**src/core/pmg_consts.svh**
```systemverilog
/*
 * Constants of the priority mask and grouping block: sizes, register offsets,
 * field positions, reset values. Assumes inclusion by bare name.
 */
`ifndef PMG_CONSTS_SVH
`define PMG_CONSTS_SVH
`define PMG_NUM_SRC      8
`define PMG_IDX_W        3
`define PMG_PRIO_W       8
`define PMG_IMPL_MASK    8'hF8
`define PMG_BPR_MIN      3'h2
`define PMG_GROUPING     1'b1
`define PMG_THRESH_RST   8'h00
`define PMG_BPR_RST      3'h2
`define PMG_IDLE_RUN     9'h100
`define PMG_ADDR_W       8
`define PMG_OFS_THRESH   8'h00
`define PMG_OFS_BPR      8'h04
`define PMG_OFS_ABPR     8'h08
`define PMG_OFS_CTRL     8'h0C
`define PMG_OFS_RUN      8'h10
`define PMG_OFS_PEND     8'h14
`define PMG_CTRL_COMMON_BINARY_POINT_SEL    0
`define PMG_PEND_ID_LSB  8
`define PMG_PEND_VALID   16
`define PMG_PEND_IRQ     17
`endif

```
**src/core/pmg_pkg.sv**
```systemverilog
/*
 * Types of the priority mask and grouping block.
 * Assumes pmg_consts.svh is on the include path.
 */
`include "pmg_consts.svh"
package pmg_pkg;
    typedef logic [`PMG_PRIO_W-1:0] pmg_prio_t;
    typedef pmg_prio_t [`PMG_NUM_SRC-1:0] pmg_prio_vec_t;
    typedef struct packed {
        logic [`PMG_ADDR_W-1:0] addr;
        logic [31:0]            wdata;
        logic                   wr;
        logic                   rd;
        logic                   nonsecure;
    } pmg_bus_req_t;
    typedef struct packed {
        pmg_prio_t              thresh;
        logic [2:0]             bpr_s;
        logic [2:0]             bpr_ns;
        logic                   common_binary_point_sel;
        logic                   irq;
        logic [`PMG_IDX_W-1:0]  irq_id;
        pmg_prio_t              irq_prio;
        logic [8:0]             run_prio;
        logic [31:0]            rdata;
    } pmg_state_t;
endpackage

```
**src/core/pmg_prio_filter.sv**
```systemverilog
/*
 * Priority filter of one processor interface: threshold masking, group and
 * subpriority split by binary point, preemption check against the running
 * priority, and winner selection among pending sources.
 * Assumes pending, active, priority and group inputs come from logic on the
 * same clock, and a register master that never issues read and write at once.
 */
// Notes on behaviour
// - signal only when priority value is numerically below the threshold.
// - threshold resets to zero, and zero blocks every interrupt.
// - threshold compare uses the full implemented priority, no grouping.
// - an interrupt at the largest supported priority value is never signaled.
// - writing 255 to the threshold stores the largest supported priority.
// - with something active, only a strictly lower group value may be signaled.
// - equal group priorities count as equal for preemption, whatever subpriority.
// - with nothing active, the best pending interrupt passes, threshold permitting.
// - binary point N puts group in bits 7 to N+1; N of 7 means none.
// - the binary point in use never falls below a fixed minimum.
// - group 0 uses primary point; group 1 uses alias unless common select.
// - without grouping, one binary point register serves every interrupt.
// - alias point and non-secure primary copy share one storage.
// - among equal group values the lowest subpriority wins.
// - full ties go to the lowest source index.
// - priorities are 8-bit unsigned, zero most urgent.
// - five upper priority bits implemented; lower bits read zero, ignore writes.
`timescale 1ns/10ps
`include "pmg_consts.svh"
module pmg_prio_filter (
    input  wire logic                    i_clk_sys,
    input  wire logic                    i_rst_b,
    input  wire pmg_pkg::pmg_bus_req_t   i_bus,
    input  wire logic [`PMG_NUM_SRC-1:0] i_pending,
    input  wire logic [`PMG_NUM_SRC-1:0] i_active,
    input  wire logic [`PMG_NUM_SRC-1:0] i_group1,
    input  wire pmg_pkg::pmg_prio_vec_t  i_prio,
    output logic [31:0]                  o_rdata,
    output logic                         o_irq,
    output logic [`PMG_IDX_W-1:0]        o_irq_id,
    output logic [`PMG_PRIO_W-1:0]       o_irq_prio,
    output logic [8:0]                   o_run_prio
);

    pmg_pkg::pmg_state_t state;
    pmg_pkg::pmg_state_t next_state;

    // low-order bits that are not implemented are forced to zero
    function automatic pmg_pkg::pmg_prio_t impl_prio(input pmg_pkg::pmg_prio_t p);
        return p & `PMG_IMPL_MASK;
    endfunction

    function automatic logic [2:0] bp_clamp(input logic [2:0] b);
        return (b < `PMG_BPR_MIN) ? `PMG_BPR_MIN : b;
    endfunction

    // group field kept in place; binary point 7 yields zero for all, so no
    // group can ever be strictly below another
    function automatic pmg_pkg::pmg_prio_t group_of(input pmg_pkg::pmg_prio_t p,
                                                    input logic [2:0]         n);
        logic [8:0] m;
        m = 9'h1FE << n;
        return p & m[7:0];
    endfunction

    function automatic logic [2:0] bp_select(input logic       grp1,
                                             input logic [2:0] bs,
                                             input logic [2:0] bns,
                                             input logic       cb);
        logic [2:0] b;
        if (!`PMG_GROUPING) begin
            b = bs;
        end else if (grp1 && !cb) begin
            b = bns;
        end else begin
            b = bs;
        end
        return bp_clamp(b);
    endfunction

    function automatic logic [31:0] read_mux(input logic [`PMG_ADDR_W-1:0] a,
                                            input pmg_pkg::pmg_state_t    s,
                                            input logic                   ns,
                                            input logic [31:0]            pend_word);
        logic [31:0] d;
        d = 32'h0000_0000;
        case (a)
            `PMG_OFS_THRESH: begin
                d[7:0] = s.thresh;
            end
            `PMG_OFS_BPR: begin
                d[2:0] = (ns && `PMG_GROUPING) ? s.bpr_ns : s.bpr_s;
            end
            `PMG_OFS_ABPR: begin
                d[2:0] = `PMG_GROUPING ? s.bpr_ns : 3'h0;
            end
            `PMG_OFS_CTRL: begin
                d[`PMG_CTRL_COMMON_BINARY_POINT_SEL] = s.common_binary_point_sel;
            end
            `PMG_OFS_RUN: begin
                d[8:0] = s.run_prio;
            end
            `PMG_OFS_PEND: begin
                d = pend_word;
            end
            default: begin
                d = 32'h0000_0000;
            end
        endcase
        return d;
    endfunction

    always_comb begin
        logic                  any_active;
        logic [8:0]            run_grp;
        pmg_pkg::pmg_prio_t    best_act;
        logic [2:0]            act_bp;
        logic                  cand_valid;
        logic [`PMG_IDX_W-1:0] cand_id;
        pmg_pkg::pmg_prio_t    cand_prio;
        logic [2:0]            cand_bp;
        pmg_pkg::pmg_prio_t    p;
        logic                  below_mask;
        logic                  not_lowest;
        logic                  preempt_ok;
        logic                  fire;
        logic [31:0]           pend_word;
        logic [7:0]            wbyte;

        any_active = 1'b0;
        run_grp    = `PMG_IDLE_RUN;
        best_act   = 8'hFF;
        act_bp     = `PMG_BPR_MIN;
        cand_valid = 1'b0;
        cand_id    = '0;
        cand_prio  = 8'hFF;
        cand_bp    = `PMG_BPR_MIN;
        p          = 8'h00;
        below_mask = 1'b0;
        not_lowest = 1'b0;
        preempt_ok = 1'b0;
        fire       = 1'b0;
        pend_word  = 32'h0000_0000;
        wbyte      = i_bus.wdata[7:0];
        next_state = state;

        // most urgent active source sets the running priority
        for (int i = 0; i < `PMG_NUM_SRC; i++) begin
            p = impl_prio(i_prio[i]);
            if (i_active[i] && (!any_active || p < best_act)) begin
                any_active = 1'b1;
                best_act   = p;
                act_bp     = bp_select(i_group1[i], state.bpr_s, state.bpr_ns, state.common_binary_point_sel);
            end
        end
        if (any_active) begin
            run_grp = {1'b0, group_of(best_act, act_bp)};
        end

        // strict less-than keeps the lowest index on full ties; comparing the
        // whole value orders by group first, then by subpriority
        for (int i = 0; i < `PMG_NUM_SRC; i++) begin
            p = impl_prio(i_prio[i]);
            if (i_pending[i] && !i_active[i] && (!cand_valid || p < cand_prio)) begin
                cand_valid = 1'b1;
                cand_id    = i[`PMG_IDX_W-1:0];
                cand_prio  = p;
                cand_bp    = bp_select(i_group1[i], state.bpr_s, state.bpr_ns, state.common_binary_point_sel);
            end
        end

        below_mask = cand_prio < state.thresh;
        not_lowest = cand_prio != `PMG_IMPL_MASK;
        if (!any_active) begin
            preempt_ok = 1'b1;
        end else begin
            preempt_ok = {1'b0, group_of(cand_prio, cand_bp)} < run_grp;
        end
        fire = cand_valid && below_mask && not_lowest && preempt_ok;

        // outputs follow the inputs one cycle later, every cycle
        next_state.irq      = fire;
        next_state.irq_id   = fire ? cand_id : '0;
        next_state.irq_prio = fire ? cand_prio : 8'h00;
        next_state.run_prio = run_grp;

        pend_word[7:0]                                  = cand_prio;
        pend_word[`PMG_PEND_ID_LSB +: `PMG_IDX_W]       = cand_id;
        pend_word[`PMG_PEND_VALID]                      = cand_valid;
        pend_word[`PMG_PEND_IRQ]                        = state.irq;

        if (i_bus.wr) begin
            case (i_bus.addr)
                `PMG_OFS_THRESH: begin
                    // 0xFF masks down to the largest implemented value
                    next_state.thresh = impl_prio(wbyte);
                end
                `PMG_OFS_BPR: begin
                    if (i_bus.nonsecure && `PMG_GROUPING) begin
                        next_state.bpr_ns = bp_clamp(wbyte[2:0]);
                    end else begin
                        next_state.bpr_s = bp_clamp(wbyte[2:0]);
                    end
                end
                `PMG_OFS_ABPR: begin
                    if (`PMG_GROUPING) begin
                        next_state.bpr_ns = bp_clamp(wbyte[2:0]);
                    end
                end
                `PMG_OFS_CTRL: begin
                    next_state.common_binary_point_sel = wbyte[`PMG_CTRL_COMMON_BINARY_POINT_SEL];
                end
                default: begin
                end
            endcase
        end

        // read data stand only in the cycle after the strobe
        if (i_bus.rd) begin
            next_state.rdata = read_mux(i_bus.addr, state, i_bus.nonsecure, pend_word);
        end else begin
            next_state.rdata = 32'h0000_0000;
        end
    end

    always_ff @(posedge i_clk_sys or negedge i_rst_b) begin
        if (!i_rst_b) begin
            state.thresh   <= `PMG_THRESH_RST;
            state.bpr_s    <= `PMG_BPR_RST;
            state.bpr_ns   <= `PMG_BPR_RST;
            state.common_binary_point_sel     <= 1'b0;
            state.irq      <= 1'b0;
            state.irq_id   <= '0;
            state.irq_prio <= 8'h00;
            state.run_prio <= `PMG_IDLE_RUN;
            state.rdata    <= 32'h0000_0000;
        end else begin
            state <= next_state;
        end
    end

    assign o_rdata    = state.rdata;
    assign o_irq      = state.irq;
    assign o_irq_id   = state.irq_id;
    assign o_irq_prio = state.irq_prio;
    assign o_run_prio = state.run_prio;

endmodule

```
**config.mk**
```make
export PLATFORM = sky130hd
export DESIGN_NAME = pmg_prio_filter
export DESIGN_NICKNAME = d
export VERILOG_FILES = /design/src/core/pmg_pkg.sv /design/src/core/pmg_prio_filter.sv
export VERILOG_INCLUDE_DIRS = /design/src /design/src/core
export SDC_FILE = /design/constraint.sdc
export NUM_CORES = 1
export LEC_CHECK = 0
export ABC_CLOCK_PERIOD_IN_PS = 10800
export BUFFER_PORTS_ARGS = -buffer_cell sky130_fd_sc_hd__buf_2
export CAP_MARGIN = 15
export CORE_UTILIZATION = 30
export CTS_CLUSTER_DIAMETER = 80
export DETAILED_ROUTE_END_ITERATION = 6
export SYNTH_ARGS = -nofsm -noshare
export SYNTH_HDL_FRONTEND = slang
export SYNTH_SLANG_ARGS = --single-unit
```
**constraint.sdc**
```tcl
create_clock -name i_clk_sys -period 10.8 [get_ports i_clk_sys]
set_input_delay 1.08 -clock i_clk_sys [delete_from_list [all_inputs] [get_ports i_clk_sys]]
set_output_delay 1.08 -clock i_clk_sys [all_outputs]
set_load 0.1 [all_outputs]
```
==> results of run 1 <==
## registers in the layout, summed over array words and instances, names as in the netlist
name / flops
o_irq: 1
o_irq_id: 3
o_irq_prio: 6
o_rdata: 13
o_run_prio: 8
state: 12
## cell type report
cell class                 instances  area share, %
clock buffer                       8           1.57
inverter                          59           2.22
multi-input combinational        748           56.6
sequential                        43           10.8
tap                              280           3.51
timing repair buffer             372           25.3
## worst paths after layout
path / startpoint / end / slack [ns] / cells after the start
max: i_active[0] / o_irq_id[2] / -2.38 / 75
min: o_irq / o_rdata[17] / 0.52 / 2
max reg2reg: state[53] / o_irq_id[2] / 6.73 / 23
min reg2reg: o_irq / o_rdata[17] / 0.52 / 2
max in group asynchronous: i_rst_b / o_run_prio[2] / 9.28 / 1
min in group asynchronous: i_rst_b / o_run_prio[6] / 0.94 / 1
## synthesized netlist by cell type (16+ instances only)
master / count
a31oi_1: 17
ha_1: 63
o21ai_0: 68
buf_4: 54
nand3_1: 16
mux2_2: 21
nand2b_1: 21
inv_1: 59
mux2i_1: 21
nor2_1: 93
clkbuf_1: 29
a21oi_1: 58
dfrtp_1: 40
nand2_1: 82
nor3_1: 23
nor2b_1: 29
## metrics by stage
stage,TNS (ns),utilization (%)
2_1_floorplan,-39.76,-
3_3_place_gp,-39.76,41.8
3_5_place_dp,-45.18,41.8
4_1_cts,-32.99,44.2
5_1_grt,-49.45,45.6
6_report,-34.93,45.6
## cell families after synthesis
| group | after synthesis | synth area share (%) |
|---|---|---|
| AND/OR/NAND/NOR | 329 | 24.1 |
| AO/OA/AOI/OAI | 279 | 28.3 |
| buffers and inverters | 149 | 11.6 |
| adder cells (fa/ha/maj) | 63 | 11.7 |
| multiplexers | 46 | 7.63 |
| flip-flops | 43 | 16.0 |
| XOR/XNOR | 4 | 0.520 |
| other | 2 | 0.111 |
## power by group through the flow
stage / Combinational [mW] / Sequential (mW) / Clock, mW
2_1_floorplan: 0.669 / 0.208 / 0
6_report: 1.11 / 0.199 / 0.156
4_1_cts: 1.06 / 0.199 / 0.157
3_3_place_gp: 0.971 / 0.203 / 0
3_5_place_dp: 0.983 / 0.202 / 0
5_1_grt: 1.20 / 0.202 / 0.166
## routing by layer
| metal | vias up | GRT usage [%] | routed length [um] |
|---|---|---|---|
| li1 | 3859 | - | - |
| met1 | 3514 | 26.5 | 11100 |
| met2 | 204 | 32.9 | 10800 |
| met3 | 13 | 1.28 | 783 |
| met4 | 0 | 2.29 | 138 |
| met5 | - | 0 | 0 |
## timing repair
| item | 4_1_cts | 5_1_grt |
|---|---|---|
| setup endpoints to repair | 22 | 22 |
| gates resized for setup | 52 | 36 |
| pin swaps | 49 | 31 |
| setup buffers | 19 | 16 |
## worst max-delay path: cells and delay by family
kind	cells	cell delay, ns
muxes	4	1.08
AOI/OAI and AO/OA	37	5.91
and+or+nand+nor	19	2.48
adders and majority gates	8	1.94
buffers and inverters	7	0.86
==> run_results.csv, run 1 <==
group,metric,value,unit
outcome,outcome,"complete, but fails checks",
outcome,violations,"setup timing",
timing,rsz0062_at_grt,"true",
placement,pre_cts_ws,-2.84,ns
floorplan,pin_count,186,
final_layout,layout_common_cells,"buf_4, buf_2, nor2_1",
placement,portBuffers,117,
placement,dp_hpwl,18600,um
route,wl,22900,um
route,first_pass_iters,5,
pwr,power.leakage,4.87,nW
final_layout,area_growth,48.2,%
logic_synthesis,synth.avg_cell_area,7.36,um2
timing,slew_headroom,37.3,%
timing,finClkSkew,0.00311,ns
clock_tree,numCtsBuffers,5,
final_layout,fill_cells,2203,
timing,hold_viol_final,0,
logic_synthesis,synth_edf_count,0,
route,drc,0,
route,via_per_inst,5.03,
floorplan,rows,54,
placement,dp_cells,1467,
worst_setup_path,criticalPathCategory,"primary input to flop",
logic_synthesis,synthArstFlopShare,100,%
pwr,netSwitchingFraction,47.9,%
logic_synthesis,synth_cells,915,
final_layout,final_cells,1510,
global_routing,grt_pass1_wl,36800,um
floorplan,initial_utilization,30.8,%
logic_synthesis,synth_top_area_share,14.9,%
route,vias,7590,
worst_setup_path,start_kind,"primary input",
timing,hold_ws,0.519,ns
worst_hold_path,hp-class,"flop to flop",
logic_synthesis,yosysWarnings,0,
pwr,pwr-share-seq,13.6,%
final_layout,multi_input_area,5650,um2
timing,min_period,13.18,ns
worst_setup_path,crit_fanout,12,
logic_synthesis,synth-seq-area-share,16.0,%
final_layout,design_area,9990,um2
worst_setup_path,worstPathRequired,11.00,ns
worst_setup_path,cp.arrival,13.38,ns
global_routing,grt-ovfl-total,0,
run,max_cap_violations,0,
logic_synthesis,synth_top_area_cell,"dfrtp_1",
final_layout,nets,1425,
placement,place_congestion,0.952,
timing,setup_slack,-2.38,ns
clock_tree,clk_pin_slew,0.06,ns
floorplan,core,21900,um2
pwr,fin_total_pwr,1.47,mW
route,ant_nets,0,
clock_tree,cts_sinks,43,
route,drt_iter0_markers,471,
logic_synthesis,synth.cell_area,6740,um2
global_routing,grt_pass1_vias,7287,
timing,timing.final.crit_share,122,%
pwr,p_sw,0.703,mW
final_layout,drive_gt1_share,43.5,%
logic_synthesis,ys.flop_type,"dfrtp_1",
worst_setup_path,endpoint_kind,"flop",
placement,placed_area,9150,um2
route,wl_per_cell,15.1,um
clock_tree,htree_num_levels,2,
timing,slew_viol_final,0,
final_layout,layout_commonest_cell,"buf_4",
pwr,irDropWorstVdd,0.0000795,V
floorplan,die_area,23100,um2
floorplan,die_h,152,um
global_routing,antenna_found_initial,0,
pwr,comb_power_share,75.8,%
timing,worst_slew_pin_slew,0.941,ns
final_layout,n_antenna_cell,0,
clock_tree,clk_latency,0.28,ns
pwr,internal-power,0.764,mW
clock_tree,cts_tree,"built",
logic_synthesis,ys_ff_latch,43,
clock_tree,hold_buffers,0,
global_routing,track_usage,19.0,%
clock_tree,clk_root_buffer_cell,"clkbuf_16",
timing,fmax,0.0759,GHz
clock_tree,cts_buffer_depth,2,
global_routing,grt_max_degree,44,
worst_setup_path,max_stage_delay,0.38,ns
logic_synthesis,synth.distinct_cells,90,
floorplan,dieWidth,152,um
pwr,p_per_area,147,nW/um2
final_layout,seqCellArea,1080,um2
timing,finalSetupViolations,22,
worst_setup_path,cp_slowest_cell,"o32a_1",
logic_synthesis,synthTopCellsByArea,"dfrtp_1, ha_1, buf_4, nor2_1, o21ai_0",
pwr,clockPowerShare,10.6,%
Note: power is estimated with default switching activity, not from simulation.
==> run 2: changes to the inputs <==
--- a/config.mk
+++ b/config.mk
@@ -9,9 +9,10 @@
 export ABC_CLOCK_PERIOD_IN_PS = 10800
 export BUFFER_PORTS_ARGS = -buffer_cell sky130_fd_sc_hd__buf_2
 export CAP_MARGIN = 15
-export CORE_UTILIZATION = 30
+export CORE_UTILIZATION = 48
 export CTS_CLUSTER_DIAMETER = 80
 export DETAILED_ROUTE_END_ITERATION = 6
+export PLACE_DENSITY = 0.74
 export SYNTH_ARGS = -nofsm -noshare
 export SYNTH_HDL_FRONTEND = slang
 export SYNTH_SLANG_ARGS = --single-unit
==> run_results.csv, run 2 (synthesis gave the netlist of run 1 again) <==
group,metric,value,unit
outcome,outcome,"complete, but fails checks",
outcome,violations,"setup timing",
worst_setup_path,critPathTopFamily,"compound AO/OA/AOI/OAI gates",
timing,rsz0062_at_grt,"true",
final_layout,largest_reg_flops,13,
clock_tree,numCtsBuffers,5,
clock_tree,clk_pin_slew,0.06,ns
worst_setup_path,cp.arrival,13.71,ns
floorplan,pin_count,186,
final_layout,area_growth,45.2,%
clock_tree,cts_buffer_depth,2,
pwr,pwr-share-seq,13.6,%
pwr,p_sw,0.714,mW
worst_setup_path,crit_buf_inv,9,
clock_tree,hold_buffers,0,
global_routing,grt_pass1_vias,7618,
worst_setup_path,crit_fanout,6,
global_routing,grt_pass1_wl,35900,um
final_layout,fill_cells,1006,
worst_setup_path,start_kind,"primary input",
worst_setup_path,max_stage_delay,0.36,ns
route,first_pass_iters,5,
floorplan,die_h,120,um
clock_tree,cts_sinks,43,
worst_setup_path,endpoint_kind,"flop",
placement,placed_area,8970,um2
pwr,internal-power,0.748,mW
placement,pre_cts_ws,-2.88,ns
placement,portBuffers,117,
final_layout,n_antenna_cell,0,
route,vias,8065,
floorplan,dieWidth,120,um
pwr,comb_power_share,76.5,%
worst_setup_path,reg2reg_to,"o_irq_prio[4]",
route,via_per_inst,5.79,
worst_setup_path,cp.depth,80,
floorplan,core,13500,um2
worst_setup_path,setup.worst_path.start,"i_active[0]",
clock_tree,cts_tree,"built",
timing,hold_viol_final,0,
pwr,irDropWorstVdd,0.000119,V
route,wl_per_cell,16.4,um
worst_setup_path,criticalPathCategory,"primary input to flop",
timing,finalSetupViolations,22,
timing,worst_slew_pin_slew,0.898,ns
timing,fin_tns_setup,-38.05,ns
pwr,power.leakage,4.81,nW
worst_hold_path,hp-class,"flop to flop",
worst_setup_path,r2r_slack,6.64,ns
clock_tree,htree_num_levels,2,
timing,slew_viol_final,0,
timing,timing.final.crit_share,125,%
placement,dp_hpwl,17200,um
pwr,fin_total_pwr,1.46,mW
floorplan,initial_utilization,50.1,%
timing,slew_headroom,40.1,%
floorplan,die_area,14500,um2
final_layout,final_cells,1392,
worst_setup_path,cp-endpoint,"o_irq_prio[4]",
pwr,p_per_area,149,nW/um2
route,drt_iter0_markers,619,
final_layout,nets,1411,
placement,place_congestion,1.03,
worst_setup_path,r2r_cells,24,
global_routing,antenna_found_initial,0,
timing,setup_slack,-2.70,ns
final_layout,drive_gt1_share,42.8,%
clock_tree,clk_latency,0.28,ns
route,ant_nets,0,
clock_tree,clk_root_buffer_cell,"clkbuf_16",
floorplan,rows,42,
global_routing,track_usage,30.2,%
worst_setup_path,regToRegStartpoint,"state[53]",
route,drc,0,
worst_setup_path,worstPathRequired,11.00,ns
global_routing,grt-ovfl-total,0,
worst_setup_path,cp_common_cell,"a21oi_2",
final_layout,design_area,9790,um2
global_routing,grt_max_degree,44,
timing,fmax,0.0741,GHz
placement,dp_cells,1355,
pwr,netSwitchingFraction,48.8,%
final_layout,layout_common_cells,"buf_4, buf_2, nor2_1",
run,max_cap_violations,0,
timing,finClkSkew,0.00307,ns
timing,min_period,13.50,ns
worst_setup_path,cp_slowest_cell,"or3_4",
final_layout,layout_commonest_cell,"buf_4",
route,wl,22800,um
pwr,clockPowerShare,9.9,%
[run 2: metrics by stage]
stage,util [%],hold WS (ns)
after floorplan,-,0.469
after global placement,66.7,0.493
after detailed placement,66.7,0.502
after CTS,71.1,0.513
after global routing,72.7,0.559
final,72.7,0.515
[run 2: area by class of cell]
type	instances	area (um2)	area share (%)
multi-input cells	748	5670	58.0
well taps	176	220	2.25
clock inverters	2	12.5	0.128
inverters	59	221	2.26
repair buffers	358	2450	25.0
flip-flops and latches	43	1080	11.0
clock buffers	6	129	1.32
[run 2: worst min-delay path: stages (launching register included)]
cell and delay, ns:
dfrtp_1 0.39, inv_1 0.06, nor2_1 0.03
[run 2: worst min-delay path by stage]
stage / slack [ns] / depth (start not counted) / end / start
finish: 0.51 / 2 / o_rdata[17] / o_irq
global route: 0.56 / 2 / o_rdata[17] / o_irq
CTS: 0.51 / 2 / o_rdata[17] / o_irq
detailed placement: 0.50 / 2 / o_rdata[17] / o_irq
global placement: 0.49 / 2 / o_rdata[17] / o_irq
floorplan: 0.47 / 2 / state[57] / state[57]
[run 2: routing by layer]
| layer | GRT usage, % | up-vias | wire length, um |
|---|---|---|---|
| met3 | 2.97 | 56 | 1590 |
| met4 | 8.26 | 0 | 491 |
| met2 | 52.5 | 368 | 10900 |
| met5 | 0 | - | 0 |
| li1 | - | 3832 | - |
| met1 | 39.8 | 3809 | 9830 |
[run 2: power by group through the flow]
stage                     Combinational (mW)  Clock [mW]  Sequential [mW]
final                                   1.12       0.144            0.199
after CTS                               1.05       0.145            0.199
after floorplan                        0.669           0            0.208
after detailed placement               0.974           0            0.201
after global routing                    1.20       0.153            0.200
after global placement                 0.955           0            0.201
[run 2: timing repair]
item / 4_1_cts / 5_1_grt
endpoints found under the setup margin: 22 / 22
buffers inserted: 23 / 8
pin swaps: 57 / 35
gates resized for setup: 62 / 35
